<file path="config.mk">
export PLATFORM = sky130hd
export DESIGN_NAME = dmf_framer
export DESIGN_NICKNAME = d
export VERILOG_FILES = /design/src/hw/dmf_rx_sync.v /design/src/hw/dmf_rx_extract.v /design/src/hw/dmf_framer.v
export VERILOG_INCLUDE_DIRS = /design/src /design/src/hw
export SDC_FILE = /design/constraint.sdc
export NUM_CORES = 1
export LEC_CHECK = 0
export ABC_AREA = 1
export BUFFER_PORTS_ARGS = -buffer_cell sky130_fd_sc_hd__buf_2
export CORE_MARGIN = 1
export CORE_UTILIZATION = 55
export DETAILED_ROUTE_END_ITERATION = 6
export GPL_TIMING_DRIVEN = 1
export PLACE_DENSITY = 0.79
export SYNTH_ARGS = -nofsm -noshare
export SYNTH_HDL_FRONTEND = slang
export SYNTH_SLANG_ARGS = --single-unit
</file>
<file path="constraint.sdc">
create_clock -name i_core_clk -period 2.7 [get_ports i_core_clk]
set_clock_uncertainty 0.2 [all_clocks]
set_input_delay 0 -clock i_core_clk [delete_from_list [all_inputs] [get_ports i_core_clk]]
set_output_delay 0 -clock i_core_clk [all_outputs]
set_load 0.02 [all_outputs]
</file>
<file path="src/hw/dmf_regs.vh">
`ifndef DMF_REGS_VH
`define DMF_REGS_VH

// ****************************************
// Register offsets
// ****************************************
`define DMF_ADDR_W 5
`define DMF_REG_CTRL 5'h00
`define DMF_REG_STATUS 5'h04
`define DMF_REG_TXDOC 5'h08
`define DMF_REG_TXNULL 5'h0C
`define DMF_REG_RXFRM 5'h10

// ****************************************
// Field positions and reset values
// ****************************************
`define DMF_CTRL_TX_EN 0
`define DMF_CTRL_RX_EN 1
`define DMF_CTRL_RST 2'h0
`define DMF_ST_LOCKED 0
`define DMF_ST_UNDERRUN 1
`define DMF_ST_ABORT 2
`define DMF_ST_CC_LO 4

// ****************************************
// Packet constants
// ****************************************
`define DMF_SYNC_BYTE 8'h47
`define DMF_STUFF_BYTE 8'hFF
`define DMF_DOC_PID 13'h1FFE
`define DMF_NULL_PID 13'h1FFF
`define DMF_AFC_PAYLOAD 2'h1
`define DMF_PKT_LEN 8'd188
`define DMF_HDR_LEN 8'd4
`define DMF_PAY_FULL 16'd184
`define DMF_ACQ_COUNT 3'd5
`define DMF_LOSS_COUNT 4'd9
`define DMF_BYTE_DIV 16

`endif

</file>
<file path="src/hw/dmf_rx_sync.v">
`timescale 1ns/1ps
`include "dmf_regs.vh"

module dmf_rx_sync (
   // Clock and reset
   input wire i_core_clk,
   input wire i_sys_rst,
   // Byte stream from the physical layer
   input wire i_enable,
   input wire i_byte_valid,
   input wire [7:0] i_byte_data,
   // Alignment state
   output wire o_locked,
   output reg [7:0] o_pos,
   output reg o_pos_valid,
   output reg [7:0] o_data
);

   // ****************************************
   // Alignment state machine
   // ****************************************
   localparam [2:0] S_HUNT = 3'b001;
   localparam [2:0] S_CHECK = 3'b010;
   localparam [2:0] S_LOCK = 3'b100;

   reg [2:0] state_q;
   reg [7:0] pos_q;
   reg [2:0] good_q;
   reg [3:0] bad_q;
   wire boundary;
   wire sync_ok;

   assign boundary = (pos_q == `DMF_PKT_LEN - 8'd1);
   assign sync_ok = (i_byte_data == `DMF_SYNC_BYTE);
   assign o_locked = state_q[2];

   always @(posedge i_core_clk) begin
      if (i_sys_rst || !i_enable) begin
         state_q <= S_HUNT;
         pos_q <= 8'h00;
         good_q <= 3'h0;
         bad_q <= 4'h0;
         o_pos <= 8'h00;
         o_pos_valid <= 1'b0;
         o_data <= 8'h00;
      end else begin
         o_pos_valid <= 1'b0;
         if (i_byte_valid) begin
            o_data <= i_byte_data;
            case (state_q)
               S_HUNT: begin
                  if (sync_ok) begin
                     state_q <= S_CHECK;
                     good_q <= 3'h1;
                     pos_q <= 8'h00;
                  end
               end
               S_CHECK: begin
                  if (boundary) begin
                     pos_q <= 8'h00;
                     if (sync_ok) begin
                        good_q <= good_q + 3'h1;
                        if (good_q + 3'h1 == `DMF_ACQ_COUNT) begin
                           state_q <= S_LOCK;
                           bad_q <= 4'h0;
                           o_pos <= 8'h00;
                           o_pos_valid <= 1'b1;
                        end
                     end else begin
                        state_q <= S_HUNT;
                     end
                  end else begin
                     pos_q <= pos_q + 8'h01;
                  end
               end
               S_LOCK: begin
                  if (boundary) begin
                     pos_q <= 8'h00;
                     if (sync_ok) begin
                        bad_q <= 4'h0;
                        o_pos <= 8'h00;
                        o_pos_valid <= 1'b1;
                     end else if (bad_q + 4'h1 == `DMF_LOSS_COUNT) begin
                        state_q <= S_HUNT;
                     end else begin
                        bad_q <= bad_q + 4'h1;
                        o_pos <= 8'h00;
                        o_pos_valid <= 1'b1;
                     end
                  end else begin
                     pos_q <= pos_q + 8'h01;
                     o_pos <= pos_q + 8'h01;
                     o_pos_valid <= 1'b1;
                  end
               end
               default: state_q <= S_HUNT;
            endcase
         end
      end
   end

endmodule

</file>
<file path="src/hw/dmf_rx_extract.v">
`timescale 1ns/1ps
`include "dmf_regs.vh"

module dmf_rx_extract (
   // Clock and reset
   input wire i_core_clk,
   input wire i_sys_rst,
   // Aligned bytes
   input wire i_locked,
   input wire [7:0] i_pos,
   input wire i_pos_valid,
   input wire [7:0] i_data,
   // MAC side
   input wire i_frame_done,
   output reg o_mac_valid,
   output reg [7:0] o_mac_data,
   output reg o_mac_sof,
   output reg o_abort
);

   // ****************************************
   // Extraction state machine
   // ****************************************
   localparam [2:0] S_IDLE = 3'b001;
   localparam [2:0] S_HUNT = 3'b010;
   localparam [2:0] S_FRAME = 3'b100;

   reg [2:0] state_q;
   reg payload_start_flag_q;
   reg [4:0] pid_hi_q;
   reg doc_q;
   reg [7:0] skip_q;
   reg skipping_q;

   always @(posedge i_core_clk) begin
      if (i_sys_rst) begin
         state_q <= S_IDLE;
         payload_start_flag_q <= 1'b0;
         pid_hi_q <= 5'h00;
         doc_q <= 1'b0;
         skip_q <= 8'h00;
         skipping_q <= 1'b0;
         o_mac_valid <= 1'b0;
         o_mac_data <= 8'h00;
         o_mac_sof <= 1'b0;
         o_abort <= 1'b0;
      end else begin
         o_mac_valid <= 1'b0;
         o_mac_sof <= 1'b0;
         o_abort <= 1'b0;
         if (!i_locked) begin
            o_abort <= state_q[2];
            state_q <= S_IDLE;
         end else begin
            if (state_q[0]) begin
               state_q <= S_HUNT;
            end
            if (state_q[2] && i_frame_done) begin
               state_q <= S_HUNT;
            end
            if (i_pos_valid) begin
               case (i_pos)
                  8'd0: doc_q <= 1'b0;
                  8'd1: begin
                     payload_start_flag_q <= i_data[6];
                     pid_hi_q <= i_data[4:0];
                  end
                  8'd2: doc_q <= ({pid_hi_q, i_data} == `DMF_DOC_PID)
                     && !(state_q[0]);
                  8'd3: skipping_q <= 1'b0;
                  8'd4: begin
                     if (doc_q && payload_start_flag_q) begin
                        skip_q <= i_data;
                        skipping_q <= (i_data != 8'h00);
                        if (i_data == 8'h00 && state_q[2]) begin
                           o_abort <= 1'b1;
                           state_q <= S_HUNT;
                        end
                     end else if (doc_q && state_q[2]) begin
                        o_mac_valid <= 1'b1;
                        o_mac_data <= i_data;
                     end
                  end
                  default: begin
                     if (!doc_q) begin
                        skipping_q <= skipping_q;
                     end else if (skipping_q) begin
                        // Tail of the previous frame is still delivered
                        skip_q <= skip_q - 8'h01;
                        if (skip_q == 8'h01) begin
                           skipping_q <= 1'b0;
                        end
                        if (state_q[2]) begin
                           o_mac_valid <= 1'b1;
                           o_mac_data <= i_data;
                        end
                        if (skip_q == 8'h01 && state_q[2] && !i_frame_done)
                        begin
                           state_q <= S_HUNT;
                        end
                     end else if (state_q[2] && !i_frame_done) begin
                        o_mac_valid <= 1'b1;
                        o_mac_data <= i_data;
                     end else if (i_data != `DMF_STUFF_BYTE) begin
                        state_q <= S_FRAME;
                        o_mac_valid <= 1'b1;
                        o_mac_sof <= 1'b1;
                        o_mac_data <= i_data;
                     end
                  end
               endcase
            end
         end
      end
   end

endmodule

</file>
<file path="src/hw/dmf_framer.v">
// Decided for this implementation: the strobed register port and the address map.
`timescale 1ns/1ps
`include "dmf_regs.vh"

// Operation
// - Payload-start flag set means first payload byte is the pointer byte
// - Gaps between MAC frames in a payload are filled with 0xFF bytes
// - A frame control byte is never 0xFF; receiver treats 0xFF as filler
// - Pointer byte is packet byte five, right after the four header bytes
// - Receiver skips pointer-value bytes after the pointer before hunting
// - Framer sets flag and pointer whenever a frame could begin in packet
// - Pointer indexes first frame start or a filler byte before it
// - Frames start anywhere, span packets, several share one packet
// - Pointer zero means hunt from the byte right after the pointer
// - With a frame tail at packet start, pointer indexes byte after tail
// - Send null packets instead of cable-data packets holding only filler
// - Consecutive frames go back to back or with filler between
// - Flag clear: 184 continuing bytes; with pointer at most 183 bytes
// - Framer exposes the exact transfer slot for timestamp insertion
// - Alignment acquired after five correct sync bytes 188 bytes apart
// - Alignment lost after nine bad sync bytes, then search restarts
// - Fixed framing latency keeps MAC timing relationships intact
// - Each packet opens with sync byte 0x47, checked every 188 bytes
// - Cable data uses identifier 0x1FFE; only those packets are extracted
// - Adaptation field control is 01, payload only
// - Four-bit header counter increments per cable-data packet sent

module dmf_framer #(
   parameter BYTE_DIV = `DMF_BYTE_DIV
) (
   // Clock and reset
   input wire i_core_clk,
   input wire i_sys_rst,
   // Register port
   input wire [`DMF_ADDR_W-1:0] i_addr,
   input wire [31:0] i_wr_data,
   input wire i_wr_en,
   input wire i_rd_en,
   output reg [31:0] o_rd_data,
   // MAC transmit frames
   input wire i_mac_valid,
   input wire [7:0] i_mac_data,
   input wire i_mac_sof,
   input wire [15:0] i_mac_len,
   output wire o_mac_ready,
   // Transport stream out
   output reg o_ts_valid,
   output reg [7:0] o_ts_data,
   output reg o_ts_sop,
   // Transport stream in
   input wire i_rx_valid,
   input wire [7:0] i_rx_data,
   // MAC receive frames
   input wire i_rx_frame_done,
   output wire o_rx_mac_valid,
   output wire [7:0] o_rx_mac_data,
   output wire o_rx_mac_sof,
   output wire o_rx_locked
);

   // ****************************************
   // Helpers
   // ****************************************
   function [7:0] hdr_byte;
      input [1:0] idx;
      input start;
      input [12:0] pid;
      input [3:0] cc;
      begin
         case (idx)
            2'd0: hdr_byte = `DMF_SYNC_BYTE;
            2'd1: hdr_byte = {1'b0, start, 1'b0, pid[12:8]};
            2'd2: hdr_byte = pid[7:0];
            default: hdr_byte = {2'b00, `DMF_AFC_PAYLOAD, cc};
         endcase
      end
   endfunction

   // ****************************************
   // Byte slot divider
   // ****************************************
   localparam DIV_W = 16;
   reg [DIV_W-1:0] div_q;
   wire slot;

   assign slot = (div_q == BYTE_DIV[DIV_W-1:0] - 16'd1);

   always @(posedge i_core_clk) begin
      if (i_sys_rst || slot) begin
         div_q <= 16'h0000;
      end else begin
         div_q <= div_q + 16'h0001;
      end
   end

   // ****************************************
   // Registers
   // ****************************************
   reg [1:0] ctrl_q;
   reg underrun_q;
   reg abort_st_q;
   reg [31:0] txdoc_q;
   reg [31:0] txnull_q;
   reg [31:0] rxfrm_q;
   reg [3:0] cc_q;
   reg underrun_ev;
   wire rx_abort;
   wire wr_status;

   assign wr_status = i_wr_en && (i_addr == `DMF_REG_STATUS);

   always @(posedge i_core_clk) begin
      if (i_sys_rst) begin
         ctrl_q <= `DMF_CTRL_RST;
         underrun_q <= 1'b0;
         abort_st_q <= 1'b0;
         rxfrm_q <= 32'h0000_0000;
         o_rd_data <= 32'h0000_0000;
      end else begin
         if (i_wr_en && i_addr == `DMF_REG_CTRL) begin
            ctrl_q <= i_wr_data[1:0];
         end
         // Set wins over write-one-to-clear
         if (underrun_ev) begin
            underrun_q <= 1'b1;
         end else if (wr_status && i_wr_data[`DMF_ST_UNDERRUN]) begin
            underrun_q <= 1'b0;
         end
         if (rx_abort) begin
            abort_st_q <= 1'b1;
         end else if (wr_status && i_wr_data[`DMF_ST_ABORT]) begin
            abort_st_q <= 1'b0;
         end
         if (o_rx_mac_valid && o_rx_mac_sof) begin
            rxfrm_q <= rxfrm_q + 32'h0000_0001;
         end
         o_rd_data <= 32'h0000_0000;
         if (i_rd_en) begin
            case (i_addr)
               `DMF_REG_CTRL: o_rd_data <= {30'h0, ctrl_q};
               `DMF_REG_STATUS: o_rd_data <= {24'h0, cc_q, 1'b0,
                  abort_st_q, underrun_q, o_rx_locked};
               `DMF_REG_TXDOC: o_rd_data <= txdoc_q;
               `DMF_REG_TXNULL: o_rd_data <= txnull_q;
               `DMF_REG_RXFRM: o_rd_data <= rxfrm_q;
               default: o_rd_data <= 32'h0000_0000;
            endcase
         end
      end
   end

   // ****************************************
   // Transmit framer
   // ****************************************
   localparam [3:0] T_IDLE = 4'b0001;
   localparam [3:0] T_HDR = 4'b0010;
   localparam [3:0] T_PTR = 4'b0100;
   localparam [3:0] T_PAY = 4'b1000;

   reg [3:0] tstate_q;
   reg [7:0] pos_q;
   reg doc_q;
   reg payload_start_flag_q;
   reg [7:0] ptr_q;
   reg [15:0] rem_q;
   wire pkt_last;
   wire take_sof;
   wire in_frame;
   wire start_doc;

   assign pkt_last = (pos_q == `DMF_PKT_LEN - 8'd1);
   assign in_frame = (rem_q != 16'h0000);
   assign take_sof = i_mac_valid && i_mac_sof;
   assign start_doc = in_frame || i_mac_valid;
   // Ready marks the exact slot a byte leaves, one cycle before the wire
   assign o_mac_ready = slot && tstate_q[3] && doc_q
      && (in_frame || i_mac_sof);

   always @(posedge i_core_clk) begin
      if (i_sys_rst) begin
         tstate_q <= T_IDLE;
         pos_q <= 8'h00;
         doc_q <= 1'b0;
         payload_start_flag_q <= 1'b0;
         ptr_q <= 8'h00;
         rem_q <= 16'h0000;
         cc_q <= 4'h0;
         txdoc_q <= 32'h0000_0000;
         txnull_q <= 32'h0000_0000;
         underrun_ev <= 1'b0;
         o_ts_valid <= 1'b0;
         o_ts_data <= 8'h00;
         o_ts_sop <= 1'b0;
      end else begin
         o_ts_valid <= 1'b0;
         o_ts_sop <= 1'b0;
         underrun_ev <= 1'b0;
         if (slot) begin
            case (tstate_q)
               T_IDLE: begin
                  if (ctrl_q[`DMF_CTRL_TX_EN]) begin
                     doc_q <= start_doc;
                     // Long tail fills the packet; no frame can begin
                     payload_start_flag_q <=
                        rem_q < `DMF_PAY_FULL;
                     ptr_q <= rem_q[7:0];
                     pos_q <= 8'h01;
                     tstate_q <= T_HDR;
                     o_ts_valid <= 1'b1;
                     o_ts_sop <= 1'b1;
                     o_ts_data <= `DMF_SYNC_BYTE;
                     if (start_doc) begin
                        txdoc_q <= txdoc_q + 32'h0000_0001;
                     end else begin
                        txnull_q <= txnull_q + 32'h0000_0001;
                     end
                  end
               end
               T_HDR: begin
                  o_ts_valid <= 1'b1;
                  o_ts_data <= hdr_byte(pos_q[1:0],
                     doc_q && payload_start_flag_q,
                     doc_q ? `DMF_DOC_PID : `DMF_NULL_PID, cc_q);
                  pos_q <= pos_q + 8'h01;
                  if (pos_q == `DMF_HDR_LEN - 8'd1) begin
                     if (doc_q) begin
                        cc_q <= cc_q + 4'h1;
                     end
                     tstate_q <= (doc_q && payload_start_flag_q) ?
                        T_PTR : T_PAY;
                  end
               end
               T_PTR: begin
                  o_ts_valid <= 1'b1;
                  o_ts_data <= ptr_q;
                  pos_q <= pos_q + 8'h01;
                  tstate_q <= T_PAY;
               end
               T_PAY: begin
                  o_ts_valid <= 1'b1;
                  o_ts_data <= `DMF_STUFF_BYTE;
                  if (doc_q && in_frame) begin
                     rem_q <= rem_q - 16'h0001;
                     if (i_mac_valid) begin
                        o_ts_data <= i_mac_data;
                     end else begin
                        underrun_ev <= 1'b1;
                     end
                  end else if (doc_q && take_sof) begin
                     // New frame right after the last one or after filler
                     o_ts_data <= i_mac_data;
                     rem_q <= (i_mac_len == 16'h0000) ? 16'h0000 :
                        i_mac_len - 16'h0001;
                  end
                  if (pkt_last) begin
                     pos_q <= 8'h00;
                     tstate_q <= T_IDLE;
                  end else begin
                     pos_q <= pos_q + 8'h01;
                  end
               end
               default: tstate_q <= T_IDLE;
            endcase
         end
      end
   end

   // ****************************************
   // Receive path
   // ****************************************
   wire [7:0] sync_pos;
   wire sync_pos_valid;
   wire [7:0] sync_data;

   dmf_rx_sync u_sync (
      .i_core_clk(i_core_clk),
      .i_sys_rst(i_sys_rst),
      .i_enable(ctrl_q[`DMF_CTRL_RX_EN]),
      .i_byte_valid(i_rx_valid),
      .i_byte_data(i_rx_data),
      .o_locked(o_rx_locked),
      .o_pos(sync_pos),
      .o_pos_valid(sync_pos_valid),
      .o_data(sync_data)
   );

   dmf_rx_extract u_extract (
      .i_core_clk(i_core_clk),
      .i_sys_rst(i_sys_rst),
      .i_locked(o_rx_locked),
      .i_pos(sync_pos),
      .i_pos_valid(sync_pos_valid),
      .i_data(sync_data),
      .i_frame_done(i_rx_frame_done),
      .o_mac_valid(o_rx_mac_valid),
      .o_mac_data(o_rx_mac_data),
      .o_mac_sof(o_rx_mac_sof),
      .o_abort(rx_abort)
   );

endmodule

</file>
; ---- Word-level counts from Yosys, hierarchy flattened
; Index checks and enable logic that the tools add are counted.
[classes]
n_eq_ne = 44
muxes = 104
order_cmp = 1
bitwise = 12
reduce_logical = 78
n_addsub = 12
[ops]
columns = cell, count
row1 = 8-bit two-way mux, 24
row2 = 32-bit one-hot mux with 5 select lines, 1
row3 = "32-bit by 1-bit adder with 32-bit output, second input constant", 3
row4 = 8-bit one-hot mux with 2 select lines, 4
row5 = 3-bit two-way mux, 20
row6 = 16-bit two-way mux, 3
row7 = 8-bit one-hot mux with 3 select lines, 2
row8 = 4-bit two-way mux, 10
row9 = 8-bit one-hot mux with 4 select lines, 1
row10 = "16-bit by 1-bit subtractor with 16-bit output, second input constant", 2
row11 = 1-bit two-way mux, 29
row12 = "8-bit by 2-bit == test with 1-bit output, second input constant", 3
row13 = 3-bit AND reduction, 7
row14 = 1-bit logical AND, 20
row15 = 2-bit nonzero test, 9
row16 = "16-bit by 1-bit adder with 16-bit output, second input constant", 1
row17 = "8-bit by 1-bit adder with 8-bit output, second input constant", 2
row18 = "16-bit by 4-bit == test with 1-bit output, second input constant", 1
row19 = "8-bit by 1-bit == test with 1-bit output, second input constant", 2
row20 = "8-bit == test, second input constant", 2
row21 = 16-bit logical NOT, 1
row22 = 8-bit logical NOT, 2
row23 = "16-bit by 8-bit < comparator with 1-bit output, second input constant", 1
row24 = "2-bit by 1-bit inequality test with 1-bit output, second input constant", 8
row25 = other kinds (47), 93
[word_totals]
input_bits = 77
output_inout_bits = 54
register_bits = 266
word_cells = 287

; ---- Longest topological paths before layout
; Gate-level depths: netlist (run 1).
[logic_depth]
word_depth = 8
depth_mapped = 13
depth_no_buf = 12

; ---- Modules after synthesis
; From an unflattened synthesis (run 1), not the netlist that was laid out.
[hier_totals]
cells_unflattened = 2501
hier_area_um2 = 15758.9
[modules_own_cells]
columns = mod, n_inst, seq_area_each_um2, area_per_inst_um2, cells_each
row1 = dmf_framer, 1, 4023.9, 11913.9, 1934
row2 = dmf_rx_extract, 1, 580.6, 1994.4, 290
row3 = dmf_rx_sync, 1, 700.7, 1850.5, 277

; ---- Worst setup path before layout (run 1)
; OpenSTA, ideal clock, no wires.
[synth_timing]
kind = reg-to-reg
start = register rem_q[0]
end = register txdoc_q[25]
synth_period_minus_slack_ps = 1911
path_stages_with_launch = 14
arrival_ps = 1579
setup_ps = 132
path_buffers = 2
required_time_ps = 2368
setup_slack_ps = 789
path_cell_list = dfxtp_1 -> inv_1 -> ha_1 -> nand2_1 -> nor2_4 -> nand2_4 -> nor2_8 -> inv_2 -> nand2_1 -> nor2_2 -> buf_4 -> buf_6 -> nand2_1 -> a21oi_1
[synth_between]
elab_chain_len = 3
[synth_rtl]
columns = element, line_no
row1 = "start, declared", dmf_framer.v:165  ; reg [15:0] rem_q;
row2 = "start signal, assigned", dmf_framer.v:243  ; rem_q <= rem_q - 16'h0001;
row3 = "start signal, assigned", dmf_framer.v:252  ; rem_q <= (i_mac_len == 16'h0000) ? 16'h0000 :
row4 = 16-bit nonzero test, dmf_framer.v:172  ; assign in_frame = (rem_q != 16'h0000);
row5 = 1-bit logical OR, dmf_framer.v:174  ; assign start_doc = in_frame || i_mac_valid;
row6 = 4-bit AND reduction (no source line), --
row7 = "end signal, assigned", dmf_framer.v:213  ; txdoc_q <= txdoc_q + 32'h0000_0001;
row8 = "end, declared", dmf_framer.v:102  ; reg [31:0] txdoc_q;
; No other way between the ends.
; A chain may end at the register's enable or synchronous reset.

==> flow_summary.ini, run 1 <==
[outcome]
status = complete, but fails checks
violations = design-rule violations

[pwr]
power.total_mw = 8.33
power_leakage_nw = 7.33
power.density_nw_per_um2 = 461
ir_drop_mv = 0.444

[die]
die_h_um = 169
initial_utilization = 0.567
ios = 131
die_w_um = 169
rows = 60
core-area_sq_um = 27200
die_area_sq_um = 28700

[timing]
worstMarginPinSlew_ns = 0.701
drv_slew = 0
whs_ns = 0.0940
fin_crit_sh = 0.981
finalWorstSetupSlack_ns = 0.0526
hold_viol = 0
tns_ns = 0
max_clock_freq_mhz = 378
relSlewSlack = 0.533
min_period_ns = 2.65
setup_viol = 0

[yosys]
synth_edf_count = 0
yosys-top-cells-area = dfxtp_1 34%, nand2_1 17%, nor2_1 9.4%
syn-num-nets = 2559
yosysTopAreaCell = dfxtp_1
avgSynthCellArea_sq_um = 6.25
yosys_warnings = 0
synth_most_common_cell = nand2_1
synth_top_area_frac = 0.345
synth_common_cells = 698 x nand2_1, 385 x nor2_1, 280 x inv_1
synth-seq-area-share = 0.345
async_flop_share = 0
synthesis.area_sq_um = 15400
ys.flop_type = dfxtp_1
syn_inst = 2463
synth_cell_type_count = 47
synth-seq-cells = 265

[hold_path]
min-delay-start = i_rx_data[0]
hold-path-cell-count = 4
hold_end = u_sync.o_data[0]$_SDFFE_PP0P_
hp-class = in2reg

[routing]
vias = 16600
routedWlPerCell_um = 14.7
via_per_inst = 5.47
drc_errors = 5
wl_um = 44600
ant_nets = 0
drtIter0Drc = 1579
dr.pass1.iters = 7

[flow_run]
maxCapViolCount = 0

[critical_path]
critPathArrivalTime_ns = 2.95
cp-end-kind = flop
cp_slowest_cell = dlygate4sd3_1
path_buf_inv = 6
critical_path.cell_chain = dlygate4sd3_1 -> buf_4 -> inv_2 -> buf_4 -> o21ai_0 -> dlygate4sd3_1 -> a21oi_1 -> dlygate4sd3_1
cp.required_ns = 3.00
cp_common_cell = dlygate4sd3_1
worstSetupStartpointType = input pin
r2r-start = rem_q[0]$_SDFFE_PP0P_
critPathMaxStageDelay_ns = 0.60
worstSetupPathType = in2reg
reg2reg_to = rem_q[15]$_SDFFE_PP0P_
r2r_cells = 13
r2r_setup_slack_ns = 0.17
crit_family = buffers and inverters
worstPathMaxFanout = 47

[cts]
cts_buffer_depth = 3
ctsRootBufferMaster = clkbuf_16
clk-insertion-delay-late_ns = 0.56
cts_made_buffers = 29
clock_sinks = 265
cts_tree = yes
post-cts-setup-buffers = 0
clkSlewWorstSetupHoldPaths_ns = 0.07
ctsHtreeMaxLevel = 1

[global_route]
grt_pass1_vias = 15200
grt_remaining_overflow = 0
gr-usage-all-layers = 0.309
grt_pass1_wl_um = 73300
grt_max_degree = 50
antenna_found_initial = 0

[finish]
final_area_sq_um = 18100
num_antenna_cells = 0
fin_nets = 2735
drive_above_1_share = 0.104
n_fill_cell = 2513
areaGrowthSynthToFinish_pct = 17.3
stdcell_count = 3034
fin_util = 0.665

[place]
io_buffers = 101
dp.cells = 2902
place_ws_ns = 0.288
place_area_sq_um = 16300
gp_congestion = 0.971
dp_hpwl_um = 31700
==> registers in the layout, summed over array words and instances (netlist names), 3 cells and up <==
register              count
o_rd_data                32
rxfrm_q                  32
txdoc_q                  32
txnull_q                 32
div_q                    16
rem_q                    16
o_ts_data                 8
pos_q                     8
ptr_q                     8
u_extract.o_mac_data      8
u_extract.skip_q          8
u_sync.o_data             8
u_sync.o_pos              8
u_sync.pos_q              8
u_extract.pid_hi_q        5
cc_q                      4
tstate_q                  4
u_sync.bad_q              4
u_sync.good_q             3
u_sync.state_q            3
==> cell type report <==
class,instances,area [sq um],share of cell area
multi-input cells,1842,8690,0.481
flip-flops and latches,265,5310,0.294
repair buffers,208,1520,0.0839
inverters,293,1100,0.0610
clock buffers,39,823,0.0456
well taps,372,465,0.0258
clock inverters,15,168,0.00928
==> cells by family (layout without fill, tap and decap cells) <==
group           after synthesis  count (layout)  synth area share
buf+inv                     356             555            0.0921
simple gates               1434            1434             0.394
xor+xnor                     55              55            0.0313
compound gates              334             334             0.122
flops                       265             265             0.345
fa+ha+maj                    19              19            0.0154
==> cell usage in the layout (no fill, tap or decap), types with 6 or more instances in the layout <==
master         instances
inv_1                279
dlygate4sd3_1         77
inv_2                 10
ha_1                  19
a21oi_1              145
nor2_2                17
nand3_1              153
nand2_2               29
xor2_1                45
nand3_2                6
nand3b_1              10
a21oi_2               20
nor3_1                75
buf_2                100
nor2_1               383
nand4_1               51
a211oi_1               6
xnor2_1               10
o22ai_1               11
clkbuf_8               6
o221ai_1              16
o21ai_0              115
clkbuf_16             29
dfxtp_1              265
buf_4                 30
nand2_1              696
==> power by group <==
part / internal (mW) / switching, mW / total [mW] / leakage (nW)
clock network: 2.36 / 1.74 / 4.10 / 0.492
registers: 3.91 / 0.00259 / 3.92 / 2.13
logic: 0.135 / 0.173 / 0.308 / 4.71
==> routing by layer <==
layer / global-route usage / vias to the layer above / share of wire
li1: - / 8240 / -
met1: 0.402 / 7545 / 0.43
met2: 0.515 / 689 / 0.45
met3: 0.0427 / 134 / 0.073
met4: 0.128 / 0 / 0.041
met5: 0 / - / 0
==> worst max path at each step <==
stage                           from                       end  slack, ns  depth (start not counted)
6_report                   i_sys_rst    ctrl_q[0]$_SDFFE_PP0P_       0.05                          8
5_1_grt                 i_mac_len[6]    rem_q[11]$_SDFFE_PP0P_     -0.008                         14
4_1_cts        rem_q[0]$_SDFFE_PP0P_    rem_q[15]$_SDFFE_PP0P_       0.08                         13
3_5_place_dp   rem_q[0]$_SDFFE_PP0P_     rem_q[4]$_SDFFE_PP0P_       0.29                         12
3_3_place_gp   rem_q[0]$_SDFFE_PP0P_     rem_q[4]$_SDFFE_PP0P_       0.33                         12
2_1_floorplan  rem_q[0]$_SDFFE_PP0P_  txdoc_q[25]$_SDFFE_PP0P_       0.79                         13
==> worst reg2reg max path, delay by kind of cell, from the launching register on <==
family,cells,cell delay [ns]
fa+ha+maj,1,0.23
buf+inv,4,0.78
flops,1,0.39
simple gates,8,0.84
==> repair_timing <==
| action | CTS | global route |
|---|---|---|
| hold buffers | 78 | 0 |
| setup endpoints to repair | 0 | 3 |
| gates resized for setup | 0 | 4 |
| endpoints found under the hold margin | 138 | 0 |
Power figures use the tool's default switching activity.
==> run 2, diff against run 1 <==
--- a/config.mk
+++ b/config.mk
@@ -10,6 +10,7 @@
 export BUFFER_PORTS_ARGS = -buffer_cell sky130_fd_sc_hd__buf_2
 export CORE_MARGIN = 1
 export CORE_UTILIZATION = 55
+export CTS_BUF_LIST = sky130_fd_sc_hd__clkbuf_16
 export DETAILED_ROUTE_END_ITERATION = 6
 export GPL_TIMING_DRIVEN = 1
 export PLACE_DENSITY = 0.79
==> flow_summary.ini, run 2 (synthesis results as in run 1) <==
[outcome]
status = complete, but fails checks
violations = design-rule violations

[finish]
final_area_sq_um = 18000
final_common_cell = nand2_1
fin_util = 0.664
final_cell_mix = 695 x nand2_1, 384 x nor2_1, 283 x inv_1, 264 x dfxtp_1, 152 x nand3_1
fin_nets = 2737
stdcell_count = 3036
areaGrowthSynthToFinish_pct = 17.2
num_antenna_cells = 0
drive_above_1_share = 0.103

[critical_path]
critical_path.cell_chain = dlygate4sd3_1 -> buf_4 -> inv_2 -> buf_4 -> o21ai_0 -> dlygate4sd3_1 -> a21oi_1 -> dlygate4sd3_1
crit_cells = 8
r2r_setup_slack_ns = 0.13
cp_common_cell = dlygate4sd3_1
cp_slowest_cell = dlygate4sd3_1
r2r_cells = 11
worstSetupPathType = in2reg
cp.required_ns = 3.00
path_buf_inv = 6
cp-end-kind = flop
critPathArrivalTime_ns = 2.96
critPathMaxStageDelay_ns = 0.60
crit_family = buffers and inverters
worstSetupStartpointType = input pin
worstPathMaxFanout = 47

[cts]
cts_made_buffers = 29
clkSlewWorstSetupHoldPaths_ns = 0.07
clk-insertion-delay-late_ns = 0.57
cts_tree = yes
ctsRootBufferMaster = clkbuf_16
ctsHtreeMaxLevel = 1
clock_sinks = 265
cts_buffer_depth = 3

[routing]
vias = 16700
wl_um = 44600
drc_errors = 2
ant_nets = 0
drtIter0Drc = 1693
dr.pass1.iters = 7
routedWlPerCell_um = 14.7
via_per_inst = 5.49

[timing]
worstMarginPinSlew_ns = 0.704
setup_viol = 0
tns_ns = 0
drv_slew = 0
hold_viol = 0
min_period_ns = 2.66
relSlewSlack = 0.530
fin_crit_sh = 0.984
max_clock_freq_mhz = 376
whs_ns = 0.0940

[global_route]
grt_pass1_vias = 15200
gr-usage-all-layers = 0.310
grt_pass1_wl_um = 73300
antenna_found_initial = 0
grt_max_degree = 50
grt_remaining_overflow = 0

[die]
die_h_um = 169
ios = 131
die_w_um = 169
die_area_sq_um = 28700
rows = 60
core-area_sq_um = 27200
initial_utilization = 0.567

[pwr]
seqPwrFrac = 0.482
power.density_nw_per_um2 = 451
swShare = 0.234
clkPwrFrac = 0.480
ir_drop_mv = 0.444
power.net_switching_mw = 1.91
power_leakage_nw = 7.33
combPwrFrac = 0.038
internal_power_mw = 6.22

[flow_run]
maxCapViolCount = 0

[place]
dp.cells = 2902
place_area_sq_um = 16300
io_buffers = 101
dp_hpwl_um = 31700
gp_congestion = 0.971

[hold_path]
hold-path-cell-count = 4
hp-class = in2reg
run 2: worst min-delay path: stages:
cell,delay (ns)
dlygate4sd3_1,0.51
buf_2,0.11
o21ai_0,0.08
a21oi_1,0.11
run 2: routing by layer:
layer  part of all wire  GRT usage  vias to the layer above
met4              0.039      0.128                        0
met3              0.081     0.0422                      123
li1                   -          -                     8248
met1               0.43      0.404                     7528
met2               0.45      0.515                      768
met5                  0          0                        -
run 2: through the flow:
step | total power, mW | setup WS [ns]
floorplan | 4.13 | 0.789
global placement | 4.22 | 0.330
CTS | 8.16 | 0.00983
detailed placement | 4.22 | 0.288
global route | 8.38 | -0.0166
finish | 8.13 | 0.0439
run 2: cell type report:
type / instances / area [sq um]
repair buffers: 210 / 1540
fillers: 2514 / 9130
multi-input cells: 1842 / 8700
clock inverters: 25 / 205
well taps: 372 / 465
clock buffers: 29 / 726
inverters: 293 / 1110
flip-flops and latches: 265 / 5310
run 2: final timing paths:
check,startpoint,end
min reg2reg,div_q[0]$_SDFF_PP0_,div_q[0]$_SDFF_PP0_
max,i_sys_rst,ctrl_q[0]$_SDFFE_PP0P_
min,i_rx_data[0],u_sync.o_data[0]$_SDFFE_PP0P_
max reg2reg,tstate_q[2]$_SDFFE_PP0P_,o_ts_data[4]$_SDFFE_PP0P_
run 2: power groups by stage:
| stage | Clock [mW] | Combinational (mW) | Sequential, mW |
|---|---|---|---|
| global route | 4.13 | 0.334 | 3.91 |
| floorplan | 0 | 0.128 | 4.00 |
| global placement | 0 | 0.212 | 4.00 |
| CTS | 3.95 | 0.295 | 3.92 |
| finish | 3.91 | 0.309 | 3.92 |
| detailed placement | 0 | 0.214 | 4.00 |
run 2: what timing repair did:
action | 4_1_cts | 5_1_grt
hold buffers | 79 | 0
setup buffers | 0 | 1
gates resized for setup | 0 | 9
endpoints found under the setup margin | 0 | 4
endpoints found under the hold margin | 138 | 0
